### config.mk
export PLATFORM = sky130hd
export DESIGN_NAME = sector_buffer_dram_map
export DESIGN_NICKNAME = d
export VERILOG_FILES = /design/src/core/sector_buffer_pkg.sv /design/src/core/sector_buffer_dram_map.sv
export SDC_FILE = /design/constraint.sdc
export NUM_CORES = 1
export LEC_CHECK = 0
export ABC_AREA = 0
export BUFFER_PORTS_ARGS = -buffer_cell sky130_fd_sc_hd__buf_2
export CAP_MARGIN = 20
export CELL_PAD_IN_SITES_DETAIL_PLACEMENT = 1
export CELL_PAD_IN_SITES_GLOBAL_PLACEMENT = 1
export CORE_MARGIN = 3
export CORE_UTILIZATION = 30
export DETAILED_ROUTE_END_ITERATION = 8
export GPL_TIMING_DRIVEN = 0
export PLACE_DENSITY_LB_ADDON = 0.2
export REMOVE_ABC_BUFFERS = 1
export SLEW_MARGIN = 20
export SYNTH_ARGS = -nofsm -noshare
export SYNTH_HDL_FRONTEND = slang
export SYNTH_SLANG_ARGS = --single-unit
### constraint.sdc
create_clock -name clock -period 6.9 [get_ports clock]
set_input_delay 0.345 -clock clock [delete_from_list [all_inputs] [get_ports clock]]
set_output_delay 0.345 -clock clock [all_outputs]
set_load 0.1 [all_outputs]
### src/core/sector_buffer_pkg.sv
package sector_buffer_pkg;

   // Register offsets on the plain host port
   localparam logic [7:0] OFS_FILL_STATE = 8'h40;
   localparam logic [7:0] OFS_LOW_MARGIN = 8'h41;
   localparam logic [7:0] OFS_COMMAND = 8'h42;
   localparam logic [7:0] OFS_ACCEPTED = 8'h43;
   localparam logic [7:0] OFS_TARGET = 8'h44;
   localparam logic [7:0] OFS_EVENTS = 8'h45;
   localparam logic [7:0] OFS_MAP_MODE = 8'h46;
   localparam logic [7:0] OFS_REFRESH = 8'hA2;

   // Reset values
   localparam logic [7:0] RST_LOW_MARGIN = 8'h00;
   localparam logic [7:0] RST_TARGET = 8'h00;
   localparam logic [1:0] RST_REFRESH = 2'h0;

   // Commands
   localparam logic [7:0] CMD_START_BURST = 8'h91;

   // Fill states
   typedef enum logic [1:0] {
      FILL_EMPTY = 2'b00,
      FILL_LOW = 2'b01,
      FILL_HIGH = 2'b10
   } fill_e;

   // Burst sequencer states
   typedef enum logic [1:0] {
      BURST_IDLE = 2'b00,
      BURST_ARMED = 2'b01,
      BURST_TAKE = 2'b10,
      BURST_DROP = 2'b11
   } burst_e;

   // Default 4Mbit map, word addresses
   localparam logic [19:0] WORKING_AREA_BEGIN = 20'h00000;
   localparam logic [19:0] INPUT_RING_BEGIN = 20'h01000;
   localparam logic [19:0] INPUT_RING_LAST_4M = 20'h19FFF;
   localparam logic [19:0] INPUT_RING_LAST_16M = 20'hF34FF;
   localparam logic [19:0] LEFT_OUTPUT_BEGIN = 20'h1A000;
   localparam logic [19:0] LEFT_OUTPUT_LAST = 20'h280FF;
   localparam logic [19:0] RIGHT_OUTPUT_BEGIN = 20'h28100;
   localparam logic [19:0] RIGHT_OUTPUT_LAST = 20'h361FF;
   // File-system map
   localparam logic [19:0] FS_RIGHT_BEGIN = 20'hF6200;
   localparam logic [19:0] FS_RIGHT_LAST = 20'hF6FFF;
   localparam logic [19:0] FS_LEFT_BEGIN = 20'hF7000;
   localparam logic [19:0] FS_LEFT_LAST = 20'hFFFFF;
   localparam logic [19:0] FS_DIR_TABLE_OFS = 20'h00004;
   localparam logic [19:0] RECORD_WORDS = 20'h00006;
   localparam logic [19:0] IDENT_SLOT_WORDS = 20'h00040;
   localparam logic [19:0] MARGIN_UNIT = 20'h00400;
   localparam logic [7:0] END_MARK_A = 8'hAA;
   localparam logic [7:0] END_MARK_B = 8'hBB;

   // Refresh maximum intervals in cycles
   localparam logic [9:0] REFRESH_CYC_0 = 10'd624;
   localparam logic [9:0] REFRESH_CYC_1 = 10'd608;
   localparam logic [9:0] REFRESH_CYC_2 = 10'd576;
   localparam logic [9:0] REFRESH_CYC_3 = 10'd480;

   // Sector length in words
   localparam logic [10:0] SECTOR_WORDS = 11'd1176;

   // Host register write
   typedef struct packed {
      logic [7:0] addr;
      logic [7:0] data;
   } reg_wr_s;

   // DRAM write request
   typedef struct packed {
      logic [19:0] addr;
      logic [15:0] data;
   } dram_wr_s;

endpackage : sector_buffer_pkg

### src/core/sector_buffer_dram_map.sv
// Function
// - Ring fill state readable as empty, low or high.
// - Any change of fill state pulses an input-buffer event.
// - Low means fill below ring words minus margin times 1024.
// - Sector target resets to zero; zero means an open-ended burst.
// - After 0x91, acceptance starts at the next sector boundary.
// - Reaching high during a burst ends it and drops later data.
// - Count of sectors stored in the current burst is readable.
// - Refresh interval chosen by two bits: 624, 608, 576, 480 cycles.
// - Reset map: work area, ring, left and right outputs, reserved.
// - Output areas switch between audio and file-system placement.
// - File-system tables at 0xF6200, identifiers at 0xF7000.
// - Introduction table holds four 16-bit summary words.
// - Directory records are six words each.
// - Directories numbered from 1, root is number 1.
// - File records are six words: address, length, id length, type.
// - Only audio files get file records.
// - Address triple all 0xAA or all 0xBB ends file table.
// - Identifier slots are 64 words, directories then files.
// - Nonzero target also ends the burst when the count reaches it.
`timescale 1ns/1ps
`default_nettype none

module sector_buffer_dram_map (
   // System
   input wire logic clock,
   input wire logic rst_b,
   // Register port
   input wire logic [7:0] reg_addr,
   input wire logic [7:0] reg_wdata,
   input wire logic reg_wr,
   input wire logic reg_rd,
   output logic [7:0] reg_rdata,
   // Sector source
   input wire logic sector_start,
   input wire logic word_valid,
   input wire logic [15:0] word_data,
   // Ring drain by the decoder
   input wire logic ring_drain,
   // DRAM side
   output logic dram_wr,
   output sector_buffer_pkg::dram_wr_s dram_req,
   output logic refresh_req,
   // Map outputs
   output logic [19:0] input_ring_last,
   output logic [19:0] left_output_begin,
   output logic [19:0] right_output_begin,
   output logic [19:0] left_output_last,
   output logic [19:0] right_output_last,
   output logic fs_map_active,
   // Events
   output logic fill_event,
   output logic dump_end_event
);

   ////////////////////////////////////////////////////////////////////
   logic [7:0] low_margin_setting;
   logic [7:0] sector_target;
   logic [7:0] accepted_sector_count;
   logic [1:0] refresh_period_select;
   logic map_fs;
   logic dram_16m;
   logic [19:0] fill_words;
   logic [19:0] wr_ptr;
   logic [10:0] word_cnt;
   logic [9:0] refresh_cnt;
   logic [9:0] refresh_limit;
   logic [19:0] ring_words;
   logic [19:0] low_threshold;
   sector_buffer_pkg::fill_e fill_state;
   sector_buffer_pkg::fill_e fill_prev;
   logic fill_seen;
   logic [1:0] evt_sticky;
   sector_buffer_pkg::burst_e burst_state;
   logic take_word;
   logic sector_done;
   logic cmd_start;
   logic [19:0] dir_table_begin;
   logic [19:0] ident_table_begin;

   assign cmd_start = reg_wr && reg_addr == sector_buffer_pkg::OFS_COMMAND &&
      reg_wdata == sector_buffer_pkg::CMD_START_BURST;

   // Ring geometry and threshold
   assign input_ring_last = dram_16m ? sector_buffer_pkg::INPUT_RING_LAST_16M
      : sector_buffer_pkg::INPUT_RING_LAST_4M;
   assign ring_words = input_ring_last - sector_buffer_pkg::INPUT_RING_BEGIN + 20'h00001;
   assign low_threshold = ring_words -
      20'(low_margin_setting) * sector_buffer_pkg::MARGIN_UNIT;

   // Fill classification
   always_comb begin
      if (fill_words == 20'h00000) begin
         fill_state = sector_buffer_pkg::FILL_EMPTY;
      end else if (fill_words < low_threshold) begin
         fill_state = sector_buffer_pkg::FILL_LOW;
      end else begin
         fill_state = sector_buffer_pkg::FILL_HIGH;
      end
   end

   // Output area placement, audio or file-system layout
   always_comb begin
      if (map_fs) begin
         right_output_begin = sector_buffer_pkg::FS_RIGHT_BEGIN;
         right_output_last = sector_buffer_pkg::FS_RIGHT_LAST;
         left_output_begin = sector_buffer_pkg::FS_LEFT_BEGIN;
         left_output_last = sector_buffer_pkg::FS_LEFT_LAST;
      end else begin
         right_output_begin = sector_buffer_pkg::RIGHT_OUTPUT_BEGIN;
         right_output_last = sector_buffer_pkg::RIGHT_OUTPUT_LAST;
         left_output_begin = sector_buffer_pkg::LEFT_OUTPUT_BEGIN;
         left_output_last = sector_buffer_pkg::LEFT_OUTPUT_LAST;
      end
   end
   assign fs_map_active = map_fs;

   // Table placement only; the decoder fills the tables, this block fixes where they sit
   assign dir_table_begin = right_output_begin + sector_buffer_pkg::FS_DIR_TABLE_OFS;
   // Root is directory 1 and owns the first slot; file slots follow all directory slots
   assign ident_table_begin = left_output_begin;

   ////////////////////////////////////////////////////////////////////
   // Host writable settings
   always_ff @(posedge clock or negedge rst_b) begin
      if (!rst_b) begin
         low_margin_setting <= sector_buffer_pkg::RST_LOW_MARGIN;
         sector_target <= sector_buffer_pkg::RST_TARGET;
         refresh_period_select <= sector_buffer_pkg::RST_REFRESH;
         map_fs <= 1'b0;
         dram_16m <= 1'b0;
      end else if (reg_wr) begin
         case (reg_addr)
            sector_buffer_pkg::OFS_LOW_MARGIN: low_margin_setting <= reg_wdata;
            sector_buffer_pkg::OFS_TARGET: sector_target <= reg_wdata;
            sector_buffer_pkg::OFS_REFRESH: refresh_period_select <= reg_wdata[1:0];
            sector_buffer_pkg::OFS_MAP_MODE: begin
               map_fs <= reg_wdata[0];
               dram_16m <= reg_wdata[1];
            end
            default: ;
         endcase
      end
   end

   ////////////////////////////////////////////////////////////////////
   // Burst sequencer: arm on command, start at boundary, stop on high or target
   assign sector_done = take_word && word_cnt == sector_buffer_pkg::SECTOR_WORDS - 11'd1;
   always_ff @(posedge clock or negedge rst_b) begin
      if (!rst_b) begin
         burst_state <= sector_buffer_pkg::BURST_IDLE;
      end else begin
         case (burst_state)
            sector_buffer_pkg::BURST_IDLE, sector_buffer_pkg::BURST_DROP: begin
               if (cmd_start) begin
                  burst_state <= sector_buffer_pkg::BURST_ARMED;
               end
            end
            sector_buffer_pkg::BURST_ARMED: begin
               if (sector_start) begin
                  burst_state <= sector_buffer_pkg::BURST_TAKE;
               end
            end
            sector_buffer_pkg::BURST_TAKE: begin
               if (fill_state == sector_buffer_pkg::FILL_HIGH) begin
                  burst_state <= sector_buffer_pkg::BURST_DROP;
               end else if (sector_done && sector_target != 8'h00 &&
                            accepted_sector_count + 8'h01 == sector_target) begin
                  burst_state <= sector_buffer_pkg::BURST_DROP;
               end
            end
            default: burst_state <= sector_buffer_pkg::BURST_IDLE;
         endcase
      end
   end

   // Dump-end pulses on entry to the drop state
   assign dump_end_event = burst_state == sector_buffer_pkg::BURST_TAKE &&
      (fill_state == sector_buffer_pkg::FILL_HIGH || (sector_done && sector_target != 8'h00 &&
      accepted_sector_count + 8'h01 == sector_target));

   // Boundary word is taken while still armed, otherwise the first sector of each burst would lose its first word
   assign take_word = (burst_state == sector_buffer_pkg::BURST_TAKE ||
      (burst_state == sector_buffer_pkg::BURST_ARMED && sector_start)) && word_valid &&
      fill_state != sector_buffer_pkg::FILL_HIGH;

   ////////////////////////////////////////////////////////////////////
   // Ring write pointer, word and sector counters
   always_ff @(posedge clock or negedge rst_b) begin
      if (!rst_b) begin
         wr_ptr <= sector_buffer_pkg::INPUT_RING_BEGIN;
         word_cnt <= 11'd0;
         accepted_sector_count <= 8'h00;
      end else begin
         if (cmd_start) begin
            word_cnt <= 11'd0;
            accepted_sector_count <= 8'h00;
         end else if (take_word) begin
            word_cnt <= sector_done ? 11'd0 : word_cnt + 11'd1;
            if (sector_done) begin
               accepted_sector_count <= accepted_sector_count + 8'h01;
            end
         end
         if (take_word) begin
            wr_ptr <= (wr_ptr == input_ring_last) ? sector_buffer_pkg::INPUT_RING_BEGIN
               : wr_ptr + 20'h00001;
         end
      end
   end

   // DRAM write issue, registered
   always_ff @(posedge clock or negedge rst_b) begin
      if (!rst_b) begin
         dram_wr <= 1'b0;
         dram_req <= '0;
      end else begin
         dram_wr <= take_word;
         if (take_word) begin
            dram_req <= '{addr: wr_ptr, data: word_data};
         end
      end
   end

   // Fill level, written words minus drained words
   always_ff @(posedge clock or negedge rst_b) begin
      if (!rst_b) begin
         fill_words <= 20'h00000;
      end else if (take_word && !(ring_drain && fill_words != 20'h00000)) begin
         fill_words <= fill_words + 20'h00001;
      end else if (!take_word && ring_drain && fill_words != 20'h00000) begin
         fill_words <= fill_words - 20'h00001;
      end
   end

   ////////////////////////////////////////////////////////////////////
   // Fill change detection; first sample after reset is not an event
   always_ff @(posedge clock or negedge rst_b) begin
      if (!rst_b) begin
         fill_prev <= sector_buffer_pkg::FILL_EMPTY;
         fill_seen <= 1'b0;
      end else begin
         fill_prev <= fill_state;
         fill_seen <= 1'b1;
      end
   end
   assign fill_event = fill_seen && fill_prev != fill_state;

   // Sticky event flags; a new event wins over the read clear
   always_ff @(posedge clock or negedge rst_b) begin
      if (!rst_b) begin
         evt_sticky <= 2'b00;
      end else begin
         for (int i = 0; i < 2; i++) begin
            if ((i == 0 && fill_event) || (i == 1 && dump_end_event)) begin
               evt_sticky[i] <= 1'b1;
            end else if (reg_rd && reg_addr == sector_buffer_pkg::OFS_EVENTS) begin
               evt_sticky[i] <= 1'b0;
            end
         end
      end
   end

   ////////////////////////////////////////////////////////////////////
   // Refresh timer; limit is the longest allowed gap
   always_comb begin
      case (refresh_period_select)
         2'b00: refresh_limit = sector_buffer_pkg::REFRESH_CYC_0;
         2'b01: refresh_limit = sector_buffer_pkg::REFRESH_CYC_1;
         2'b10: refresh_limit = sector_buffer_pkg::REFRESH_CYC_2;
         default: refresh_limit = sector_buffer_pkg::REFRESH_CYC_3;
      endcase
   end
   always_ff @(posedge clock or negedge rst_b) begin
      if (!rst_b) begin
         refresh_cnt <= 10'd0;
         refresh_req <= 1'b0;
      end else begin
         refresh_req <= refresh_cnt >= refresh_limit - 10'd1;
         refresh_cnt <= (refresh_cnt >= refresh_limit - 10'd1) ? 10'd0 : refresh_cnt + 10'd1;
      end
   end

   ////////////////////////////////////////////////////////////////////
   // Read data, one cycle after the strobe; unmapped reads zero
   always_ff @(posedge clock or negedge rst_b) begin
      if (!rst_b) begin
         reg_rdata <= 8'h00;
      end else if (reg_rd) begin
         case (reg_addr)
            sector_buffer_pkg::OFS_FILL_STATE: reg_rdata <= {6'h00, fill_state};
            sector_buffer_pkg::OFS_LOW_MARGIN: reg_rdata <= low_margin_setting;
            sector_buffer_pkg::OFS_ACCEPTED: reg_rdata <= accepted_sector_count;
            sector_buffer_pkg::OFS_TARGET: reg_rdata <= sector_target;
            sector_buffer_pkg::OFS_EVENTS: reg_rdata <= {6'h00, evt_sticky};
            sector_buffer_pkg::OFS_MAP_MODE: reg_rdata <= {6'h00, dram_16m, map_fs};
            sector_buffer_pkg::OFS_REFRESH: reg_rdata <= {6'h00, refresh_period_select};
            default: reg_rdata <= 8'h00;
         endcase
      end else begin
         reg_rdata <= 8'h00;
      end
   end
endmodule : sector_buffer_dram_map

`default_nettype wire

==> results of run 1 <==
[per-stage QoR]
step                      setup WS (ns)  TNS, ns  total power, mW
after floorplan                  -23.22  -798.07            2.769
after global placement          -0.6861   -3.542            3.150
after detailed placement        -0.8787   -4.500            3.209
final                            0.6183        0            4.195
after global routing            0.06649        0            4.516
after CTS                        0.3352        0            4.243
[worst paths after layout]
check                                    startpoint  cells past startpoint  slack [ns]                    endpoint
setup / recovery               dram_16m$_DFFE_PN0P_                     26        0.62  fill_words[19]$_DFFE_PN0P_
hold / removal                        word_data[13]                      3        0.10    dram_req[13]$_DFFE_PN0P_
setup reg to reg               dram_16m$_DFFE_PN0P_                     26        0.62  fill_words[19]$_DFFE_PN0P_
hold reg to reg            refresh_cnt[0]$_DFF_PN0_                      1        0.46    refresh_cnt[0]$_DFF_PN0_
max in group asynchronous                     rst_b                      3        5.62        dram_16m$_DFFE_PN0P_
min in group asynchronous                     rst_b                      2        0.43   fill_words[7]$_DFFE_PN0P_
[kinds of logic (layout without fill, tap and decap cells)]
family,Yosys count,after routing,share of synthesized area [%]
other,2,64,0.08531
buffers and inverters,149,192,10.76
AO/OA/AOI/OAI,148,148,10.77
multiplexers,25,25,3.141
AND/OR/NAND/NOR,370,370,19.66
XOR/XNOR,72,72,7.163
adder cells (fa/ha/maj),56,56,8.044
flip-flops,142,142,40.38
[state kept, by name, indices dropped and copies added, names as in the netlist, 2 cells and up]
name and cells:
word_cnt 11, low_margin_setting 8, reg_rdata 8, fill_prev 2, evt_sticky 2, dram_req 36
refresh_cnt 10, refresh_period_select 2, fill_words 20, sector_target 8, accepted_sector_count 8, wr_ptr 20
burst_state 2
[cell usage after synthesis, types with 5 or more instances]
cell | n | area [um^2]
a31oi_1 | 5 | 31.28
a21o_1 | 15 | 112.6
nand2b_1 | 7 | 43.79
a22oi_1 | 5 | 37.54
a21oi_1 | 36 | 180.2
nor2b_1 | 6 | 37.54
xor2_1 | 22 | 192.7
nor3b_1 | 5 | 37.54
and2_1 | 6 | 37.54
dfrtp_1 | 141 | 3528
buf_2 | 7 | 35.03
nor2_1 | 66 | 247.7
ha_1 | 55 | 688.2
clkbuf_1 | 10 | 37.54
and3_1 | 16 | 100.1
xnor2_1 | 50 | 437.9
inv_1 | 29 | 108.9
nand2_1 | 179 | 671.9
nor3_1 | 5 | 25.02
o21ai_0 | 45 | 225.2
nor4_1 | 14 | 87.58
nand3_1 | 26 | 130.1
buf_4 | 98 | 735.7
nand4_1 | 12 | 75.07
mux2_2 | 21 | 236.5
or3_1 | 6 | 37.54
[critical path: stages, from the launching register on]
cell and delay [ns]:
dfrtp_4 0.57, clkinvlp_4 0.14, ha_1 0.30, ha_1 0.34, o31ai_1 0.10, nand2_1 0.09, a21o_1 0.19, a31oi_1 0.24
o21bai_1 0.13, o31ai_1 0.10, xor2_1 0.21, ha_1 0.28, a21o_1 0.19, a211oi_1 0.27, a31oi_2 0.21, o21ai_2 0.24
and2_1 0.25, clkinvlp_4 0.18, ha_1 0.36, a21oi_1 0.21, a21oi_1 0.16, o41ai_4 0.36, a21o_1 0.22, nand4_1 0.16
a41oi_1 0.29, mux2i_1 0.27, xnor2_1 0.14
[routing by layer]
metal / up-vias / share of wire [%] / track usage [%]
met3: 22 / 3.7 / 3.680
met1: 3291 / 47 / 18.65
met4: 4 / 1.5 / 4.025
met2: 102 / 47 / 23.17
li1: 3327 / - / -
met5: - / 0.12 / 0
[area by class of cell]
| class | count | area (um^2) |
|---|---|---|
| Multi-Input combinational cell | 735 | 4568 |
| Tap cell | 384 | 480.5 |
| Timing Repair Buffer | 132 | 753.2 |
| Fill cell | 3412 | 18680 |
| Sequential cell | 142 | 3558 |
| Clock buffer | 20 | 456.7 |
| Inverter | 30 | 122.6 |
| Clock inverter | 10 | 162.7 |
[power by group through the flow]
stage	Clock [mW]	Sequential [mW]	Combinational [mW]
4_1_cts	1.02	1.14	2.08
3_5_place_dp	0	1.16	2.05
5_1_grt	1.06	1.17	2.29
3_3_place_gp	0	1.15	2.00
2_1_floorplan	0	1.63	1.14
6_report	0.984	1.14	2.07
[timing repair]
item,4_1_cts,5_1_grt
hold buffers,1,0
hold endpoints to repair,54,0
setup buffers,4,0
resized for setup,5,3
endpoints found under the setup margin,12,2
==> flow_summary.ini, run 1 <==
[power_and_ir_drop]
power_frac_seq_pct = 27.2
internal_power_mw = 2.207
pwr-share-clk_pct = 23.5
switching_share_pct = 47.39
p_leak_nw = 4.917
vdd_drop_max_mv = 0.2245
p_comb_share_pct = 49.4
power_density_nw_per_um2 = 415.3
p_sw_mw = 1.988

[layout]
design_area_um2 = 10100
mostFrequentLayoutCells = nand2_1, dfrtp_1, buf_2
drive_above_1_share_pct = 18.71
layout.cells.non_filler = 1453
layout_commonest_cell = nand2_1
diodes = 0
syn_to_final_growth_pct = 14.75
layout.nets = 1153
post-route-util_pct = 35.10

[yosys]
synth_area_um2 = 8803
synth-seq-cells = 142
synth_cell_type_count = 71
syn-instance-count = 964
yosysWarnings = 0
synth_ff_type = dfrtp_1
synth_edf_count = 0
seq_area_frac_synth_pct = 40.38
syn-mean-instance-area_um2 = 9.132
async_flop_share_pct = 100.0

[clocking]
clkSlewWorstSetupHoldPaths_ns = 0.06
cts_tree = yes
cts.sinks = 142
cts-buffers-inserted = 17
htree_levels = 4
clk_path_buf_depth = 2
clock_latency_ns = 0.43
cts.root.buffer_cell = clkbuf_16

[routing]
drtPass1Iterations = 5
wl_um = 21960
ant_nets = 0
drtIter0Drc = 271
route.vias.total = 6746
vias_per_cell = 4.643
drc_errors = 0
wl_per_cell_um = 15.12

[sta]
fin_crit_ns = 6.282
whs_ns = 0.1015
hold_viol = 0
slew_violations = 0
setup_violations = 0
slew_headroom_pct = 46.87
rsz0062_at_grt = no
fin_skew_ns = 0.01091
fin_crit_sh_pct = 91.04
fmaxAchievable_mhz = 159.2
worst_pin_slew_ns = 0.7858

[grt]
grt_first_pass_wirelength_um = 35760
grt_max_degree = 89
grt_overflow = 0
grt_pass1_vias = 6915
grt_usage_pct = 14.21
antenna_found_initial = 2

[worst_setup_path]
critPathRequiredTime_ns = 7.25
startpoint_type = flip-flop
endpoint_kind = flip-flop
path_max_fanout = 15
cp_data_arrival_time_ns = 6.63
path_class = reg -> reg

[die]
start_util_pct = 30.59
ios = 188
die_x_um = 177.3
die_area_um2 = 31440
die_h_um = 177.3
core_um2 = 28780
core.rowCount = 62

[placement]
gp_congestion = 0.7667
place_hpwl_um = 15900
dpl_cell_area_um2 = 9409
post-place-cells = 1418
io_buffers = 124

[status]
status = complete, no violations

[run]
max_cap_violations = 0

[worst_hold_path]
hold_path.class = in -> reg
Power figures use the tool's default switching activity.
==> inputs of run 2 (changes only) <==
RECOVER_POWER = 100   (was not set)
==> run 2 against run 1 <==
- the run now ends with max-capacitance violations, max-slew violations left
- setup slack lost 0.016 ns
- clock power hardly changed
- non-clock buffer count unchanged
- critical path type unchanged
- critical endpoint is now fill_words[18]$_DFFE_PN0P_
- largest cell class unchanged
- largest power group unchanged
==> flow_summary.ini, run 2 (same netlist as run 1, synthesis figures left out) <==
[status]
status = finished, violations left
failed_checks = max-capacitance violations, max-slew violations

[worst_setup_path]
endpoint_kind = flip-flop
path_max_fanout = 15
startpoint_type = flip-flop
critPathRequiredTime_ns = 7.16
path_class = reg -> reg
cp_data_arrival_time_ns = 6.56

[routing]
vias_per_cell = 4.652
drtIter0Drc = 267
drtPass1Iterations = 4
route.vias.total = 6759
wl_um = 21970
ant_nets = 0
drc_errors = 0
wl_per_cell_um = 15.12

[clocking]
cts.sinks = 142
clock_latency_ns = 0.43
clk_path_buf_depth = 2
cts.root.buffer_cell = clkbuf_16
cts-buffers-inserted = 17
clkSlewWorstSetupHoldPaths_ns = 0.06
cts_tree = yes
htree_levels = 4

[layout]
layout_commonest_cell = nand2_1
syn_to_final_growth_pct = 12.62
mostFrequentLayoutCells = nand2_1, dfrtp_1, clkbuf_1
fill_cells = 3472
diodes = 0
largest_reg_flops = 36
layout.nets = 1153
regMostFlops = dram_req
top_regs = dram_req: 36 flops, fill_words: 20 flops, wr_ptr: 20 flops
layout.cells.non_filler = 1453
post-route-util_pct = 34.45
seqCellArea_um2 = 3558
multi_input_area_um2 = 4551
drive_above_1_share_pct = 10.20

[placement]
gp_congestion = 0.7667
io_buffers = 124
post-place-cells = 1418
place_hpwl_um = 15900

[power_and_ir_drop]
vdd_drop_max_mv = 0.2220
p_leak_nw = 4.615
power_density_nw_per_um2 = 418.8
fin_total_pwr_mw = 4.152

[grt]
grt_pass1_vias = 6915
antenna_found_initial = 2
grt_max_degree = 89
grt_first_pass_wirelength_um = 35760
grt_overflow = 0
grt_usage_pct = 14.21

[sta]
hold_viol = 0
slew_violations = 145
fmaxAchievable_mhz = 158.8
fin_crit_ns = 6.298
setup_violations = 0
fin_crit_sh_pct = 91.27
fin_skew_ns = 0.01147
slew_headroom_pct = -109.4
rsz0062_at_grt = no
setup_tns_ns = 0
worst_pin_slew_ns = 3.141

[die]
die_x_um = 177.3
ios = 188
start_util_pct = 30.59
core.rowCount = 62
die_h_um = 177.3
die_area_um2 = 31440
core_um2 = 28780

[worst_hold_path]
hold_path.class = in -> reg

[run]
max_cap_violations = 2
-- run 2: cell types whose count changed in the layout (fill, tap and decap cells not counted), moves of 5 or more --
cell,delta
buf_2,-88
and2_0,+5
clkbuf_1,+90
and2_1,-5
-- run 2: where the power goes --
part / switching [mW] / internal (mW) / total, mW
clock: 0.362 / 0.621 / 0.982
combinational: 1.47 / 0.556 / 2.03
sequential: 0.148 / 0.994 / 1.14
-- run 2: per-layer routing --
metal | vias to the layer above | track usage (%) | share of wire, % | routed length (um)
li1 | 3327 | - | - | -
met1 | 3304 | 18.65 | 47 | 10270
met2 | 109 | 23.17 | 48 | 10600
met3 | 15 | 3.680 | 3.8 | 827
met4 | 4 | 4.025 | 1.1 | 234
met5 | - | 0 | 0.12 | 27
-- run 2: worst paths after layout --
kind | startpoint | to | slack, ns | cells past startpoint
setup / recovery | dram_16m$_DFFE_PN0P_ | fill_words[18]$_DFFE_PN0P_ | 0.60 | 27
hold / removal | word_data[13] | dram_req[13]$_DFFE_PN0P_ | 0.11 | 3
setup reg to reg | dram_16m$_DFFE_PN0P_ | fill_words[18]$_DFFE_PN0P_ | 0.60 | 27
hold reg to reg | refresh_cnt[0]$_DFF_PN0_ | refresh_cnt[0]$_DFF_PN0_ | 0.46 | 1
max in group asynchronous | rst_b | dram_16m$_DFFE_PN0P_ | 1.66 | 3
min in group asynchronous | rst_b | fill_words[7]$_DFFE_PN0P_ | 1.51 | 2
-- run 2: worst max-delay path, cell delays in order (launching register included) --
cell and delay [ns]:
dfrtp_4 0.58, clkinvlp_4 0.15, ha_1 0.30, ha_1 0.34, o31ai_1 0.10, nand2_1 0.09, a21o_1 0.19, a31oi_1 0.24
o21bai_1 0.13, o31ai_1 0.10, xor2_1 0.21, ha_1 0.28, a21o_1 0.19, a211oi_1 0.27, a31oi_2 0.21, o21ai_2 0.19
and2_0 0.27, clkinvlp_4 0.20, buf_4 0.19, ha_1 0.37, a21o_1 0.24, o31ai_1 0.33, o2111ai_1 0.21, nand2_1 0.15
o2111ai_1 0.17, a21oi_1 0.21, xor2_1 0.16, o21ai_0 0.09
-- run 2: timing repair --
| item | in CTS | in global routing |
|---|---|---|
| endpoints found under the hold margin | 54 | 0 |
| endpoints found under the setup margin | 12 | 2 |
| hold buffers | 1 | 0 |
| setup buffers | 4 | 0 |
| cloned | 0 | 0 |
| gates resized for setup | 5 | 3 |
-- run 2: cell type report --
type,instances,share of cell area [%]
multi-input cells,735,45.90
flip-flops and latches,142,35.89
inverters,30,1.237
repair buffers,132,5.881
clock buffers,20,4.606
clock inverters,10,1.641
well taps,384,4.846
-- run 2: per-stage QoR --
stage	area [um^2]	hold slack, ns	setup slack, ns
after floorplan	8204	0.04941	-23.22
after global placement	9305	0.4543	-0.6861
after detailed placement	9409	0.3212	-0.8787
after CTS	10080	0.07493	0.3352
after global routing	9915	0.08889	0.04624
final	9915	0.1063	0.6023
==> inputs of run 3 (changes only) <==
CORE_ASPECT_RATIO = 0.8   (was not set)
CORE_UTILIZATION = 42   (was 30)
clock period = 6.67 ns   (was 6.9 ns; I/O delays follow)
==> run 3 against run 2 <==
- the run still ends with max-capacitance violations, max-slew violations left
- sequential power up 4%
- non-clock buffer count rose by 4
- register-to-register slack got worse by 0.08 ns
- critical path depth shrank 7
- largest power group unchanged
- cell area fell by 1.5%
- critical path type is now reg -> out
- critical endpoint is now dump_end_event
- largest cell class unchanged
- clock power decreased by 5.6%
- sequential share of layout area increased by 0.55 points
- global-route usage rose by 5.2 points
==> flow_summary.ini, run 3 (same netlist as run 1, synthesis figures left out) <==
[worst_hold_path]
holdPathEnd = dram_req[11]$_DFFE_PN0P_
hold_path.class = in -> reg
hold_depth = 3
min_from = word_data[11]

[placement]
place_hpwl_um = 15900
io_buffers = 124
dpl_cell_area_um2 = 9246
gp_congestion = 0.8138

[grt]
grt_overflow = 0
grt_max_degree = 85
grt_first_pass_wirelength_um = 35890
antenna_found_initial = 1
grt_pass1_vias = 6839
grt_usage_pct = 19.36

[clocking]
clock_latency_ns = 0.43
htree_levels = 4
cts-buffers-inserted = 17
clk_path_buf_depth = 2
cts_tree = yes
clkSlewWorstSetupHoldPaths_ns = 0.07
cts.sinks = 142
cts.root.buffer_cell = clkbuf_16

[layout]
top_regs = dram_req: 36 flops, fill_words: 20 flops, wr_ptr: 20 flops
layout.nets = 1157
mostFrequentLayoutCells = nand2_1, dfrtp_1, clkbuf_1
drive_above_1_share_pct = 10.79
syn_to_final_growth_pct = 10.92
post-route-util_pct = 48.33
diodes = 0
layout_commonest_cell = nand2_1
design_area_um2 = 9764
largest_reg_flops = 36
regMostFlops = dram_req

[worst_setup_path]
crit_top_cell = ha_1
critPathRequiredTime_ns = 6.34
endpoint_kind = output port
r2r_start = dram_16m$_DFFE_PN0P_
crit_family = compound AO/OA/AOI/OAI gates
r2r_setup_slack_ns = 0.52
slowest_stage = nand4b_1
rr_worst_depth = 27
worstPathCellList = clkinvlp_4 > ha_1 > ha_1 > o31ai_1 > nand2_1 > a21o_1 > a31oi_1 > o21bai_1 > o31ai_1 > xor2_1 > ha_1 > a21o_1 > a211oi_2 > a31oi_2 > nand2_4 > clkinvlp_2 > nand4b_1 > o21ai_0 > and2_1 > buf_2
path_class = reg -> out
cp_data_arrival_time_ns = 6.00
max_stage_delay_ns = 0.72
path_max_fanout = 14
r2r-end = fill_words[19]$_DFFE_PN0P_
path_buf_inv = 3
startpoint_type = flip-flop

[die]
start_util_pct = 43.58
ios = 188
core_um2 = 20200
die_area_um2 = 22740
core.rowCount = 46
die_h_um = 135.5
die_x_um = 167.9

[sta]
fmaxAchievable_mhz = 157.9
rsz0062_at_grt = no
fin_crit_ns = 6.334
slew_violations = 145
setup_violations = 0
slew_headroom_pct = -111.1
fin_skew_ns = 0.01569
fin_crit_sh_pct = 94.97
hold_viol = 0
worst_pin_slew_ns = 3.166

[run]
max_cap_violations = 2

[routing]
vias_per_cell = 5.195
ant_nets = 0
drtPass1Iterations = 5
wl_per_cell_um = 16.47
drc_errors = 0
drtIter0Drc = 370
route.vias.total = 6956
wl_um = 22060

[status]
failed_checks = max-capacitance violations, max-slew violations
status = finished, violations left

[power_and_ir_drop]
p_leak_nw = 4.609
power_density_nw_per_um2 = 434.7
vdd_drop_max_mv = 0.2276
## run 3: cell count changes in the layout (fill, tap and decap cells not counted), moves of 2 or more
| cell | delta |
|---|---|
| bufinv_16 | -3 |
| and2_0 | -2 |
| buf_4 | +3 |
| and2_1 | +2 |
| clkbuf_8 | -2 |
| inv_6 | +2 |
| clkinv_4 | +2 |
| inv_8 | +2 |
## run 3: area by class of cell
type | count | area [um^2]
fillers | 2453 | 10440
multi-input cells | 735 | 4564
flip-flops and latches | 142 | 3558
repair buffers | 136 | 624.3
clock buffers | 19 | 432.9
well taps | 264 | 330.3
clock inverters | 13 | 132.6
inverters | 30 | 121.4
## run 3: per-layer routing
metal	global-route usage, %	vias up	part of all wire, %
met1	28.13	3412	49
met5	0	-	0.036
met4	4.453	2	1.1
li1	-	3360	-
met2	30.00	163	45
met3	3.851	19	4.9
## run 3: worst max path at each step
| stage | startpoint | end | slack [ns] | cells after the start |
|---|---|---|---|---|
| after floorplan | fs_map_active$_DFFE_PN0P_ | fs_map_active$_DFFE_PN0P_ | -23.45 | 2 |
| after global placement | dram_16m$_DFFE_PN0P_ | fill_words[19]$_DFFE_PN0P_ | -0.71 | 27 |
| after detailed placement | dram_16m$_DFFE_PN0P_ | fill_words[19]$_DFFE_PN0P_ | -0.97 | 26 |
| after CTS | dram_16m$_DFFE_PN0P_ | fill_words[19]$_DFFE_PN0P_ | 0.04 | 26 |
| after global routing | dram_16m$_DFFE_PN0P_ | dump_end_event | 0.01 | 20 |
| final | dram_16m$_DFFE_PN0P_ | dump_end_event | 0.34 | 20 |
## run 3: worst min-delay path, cell delays in order
cell     delay [ns]
buf_2          0.07
nand2_1        0.04
nand2_1        0.05
## run 3: power breakdown
group          internal, mW  switching, mW
registers              1.03          0.154
clock network         0.522          0.404
logic                 0.591           1.54
## run 3: repair_timing
item / CTS / global route
gates resized for setup: 5 / 5
hold buffers: 1 / 0
setup endpoints to repair: 13 / 9
buffers inserted: 4 / 4
pin swaps: 0 / 1
endpoints found under the hold margin: 58 / 0
gates cloned: 0 / 0
## run 3: per-stage QoR
| stage | power, mW | cells | hold slack, ns | worst slack, ns | setup TNS, ns |
|---|---|---|---|---|---|
| floorplan | 2.864 | 907 | 0.03791 | -23.45 | -830.06 |
| global placement | 3.239 | 1295 | 0.4526 | -0.7098 | -3.956 |
| detailed placement | 3.312 | 1298 | 0.2997 | -0.9660 | -5.648 |
| CTS | 4.278 | 1335 | 0.07591 | 0.04259 | 0 |
| global route | 4.541 | 1339 | 0.09456 | 0.01150 | 0 |
| finish | 4.244 | 1339 | 0.09083 | 0.3357 | 0 |
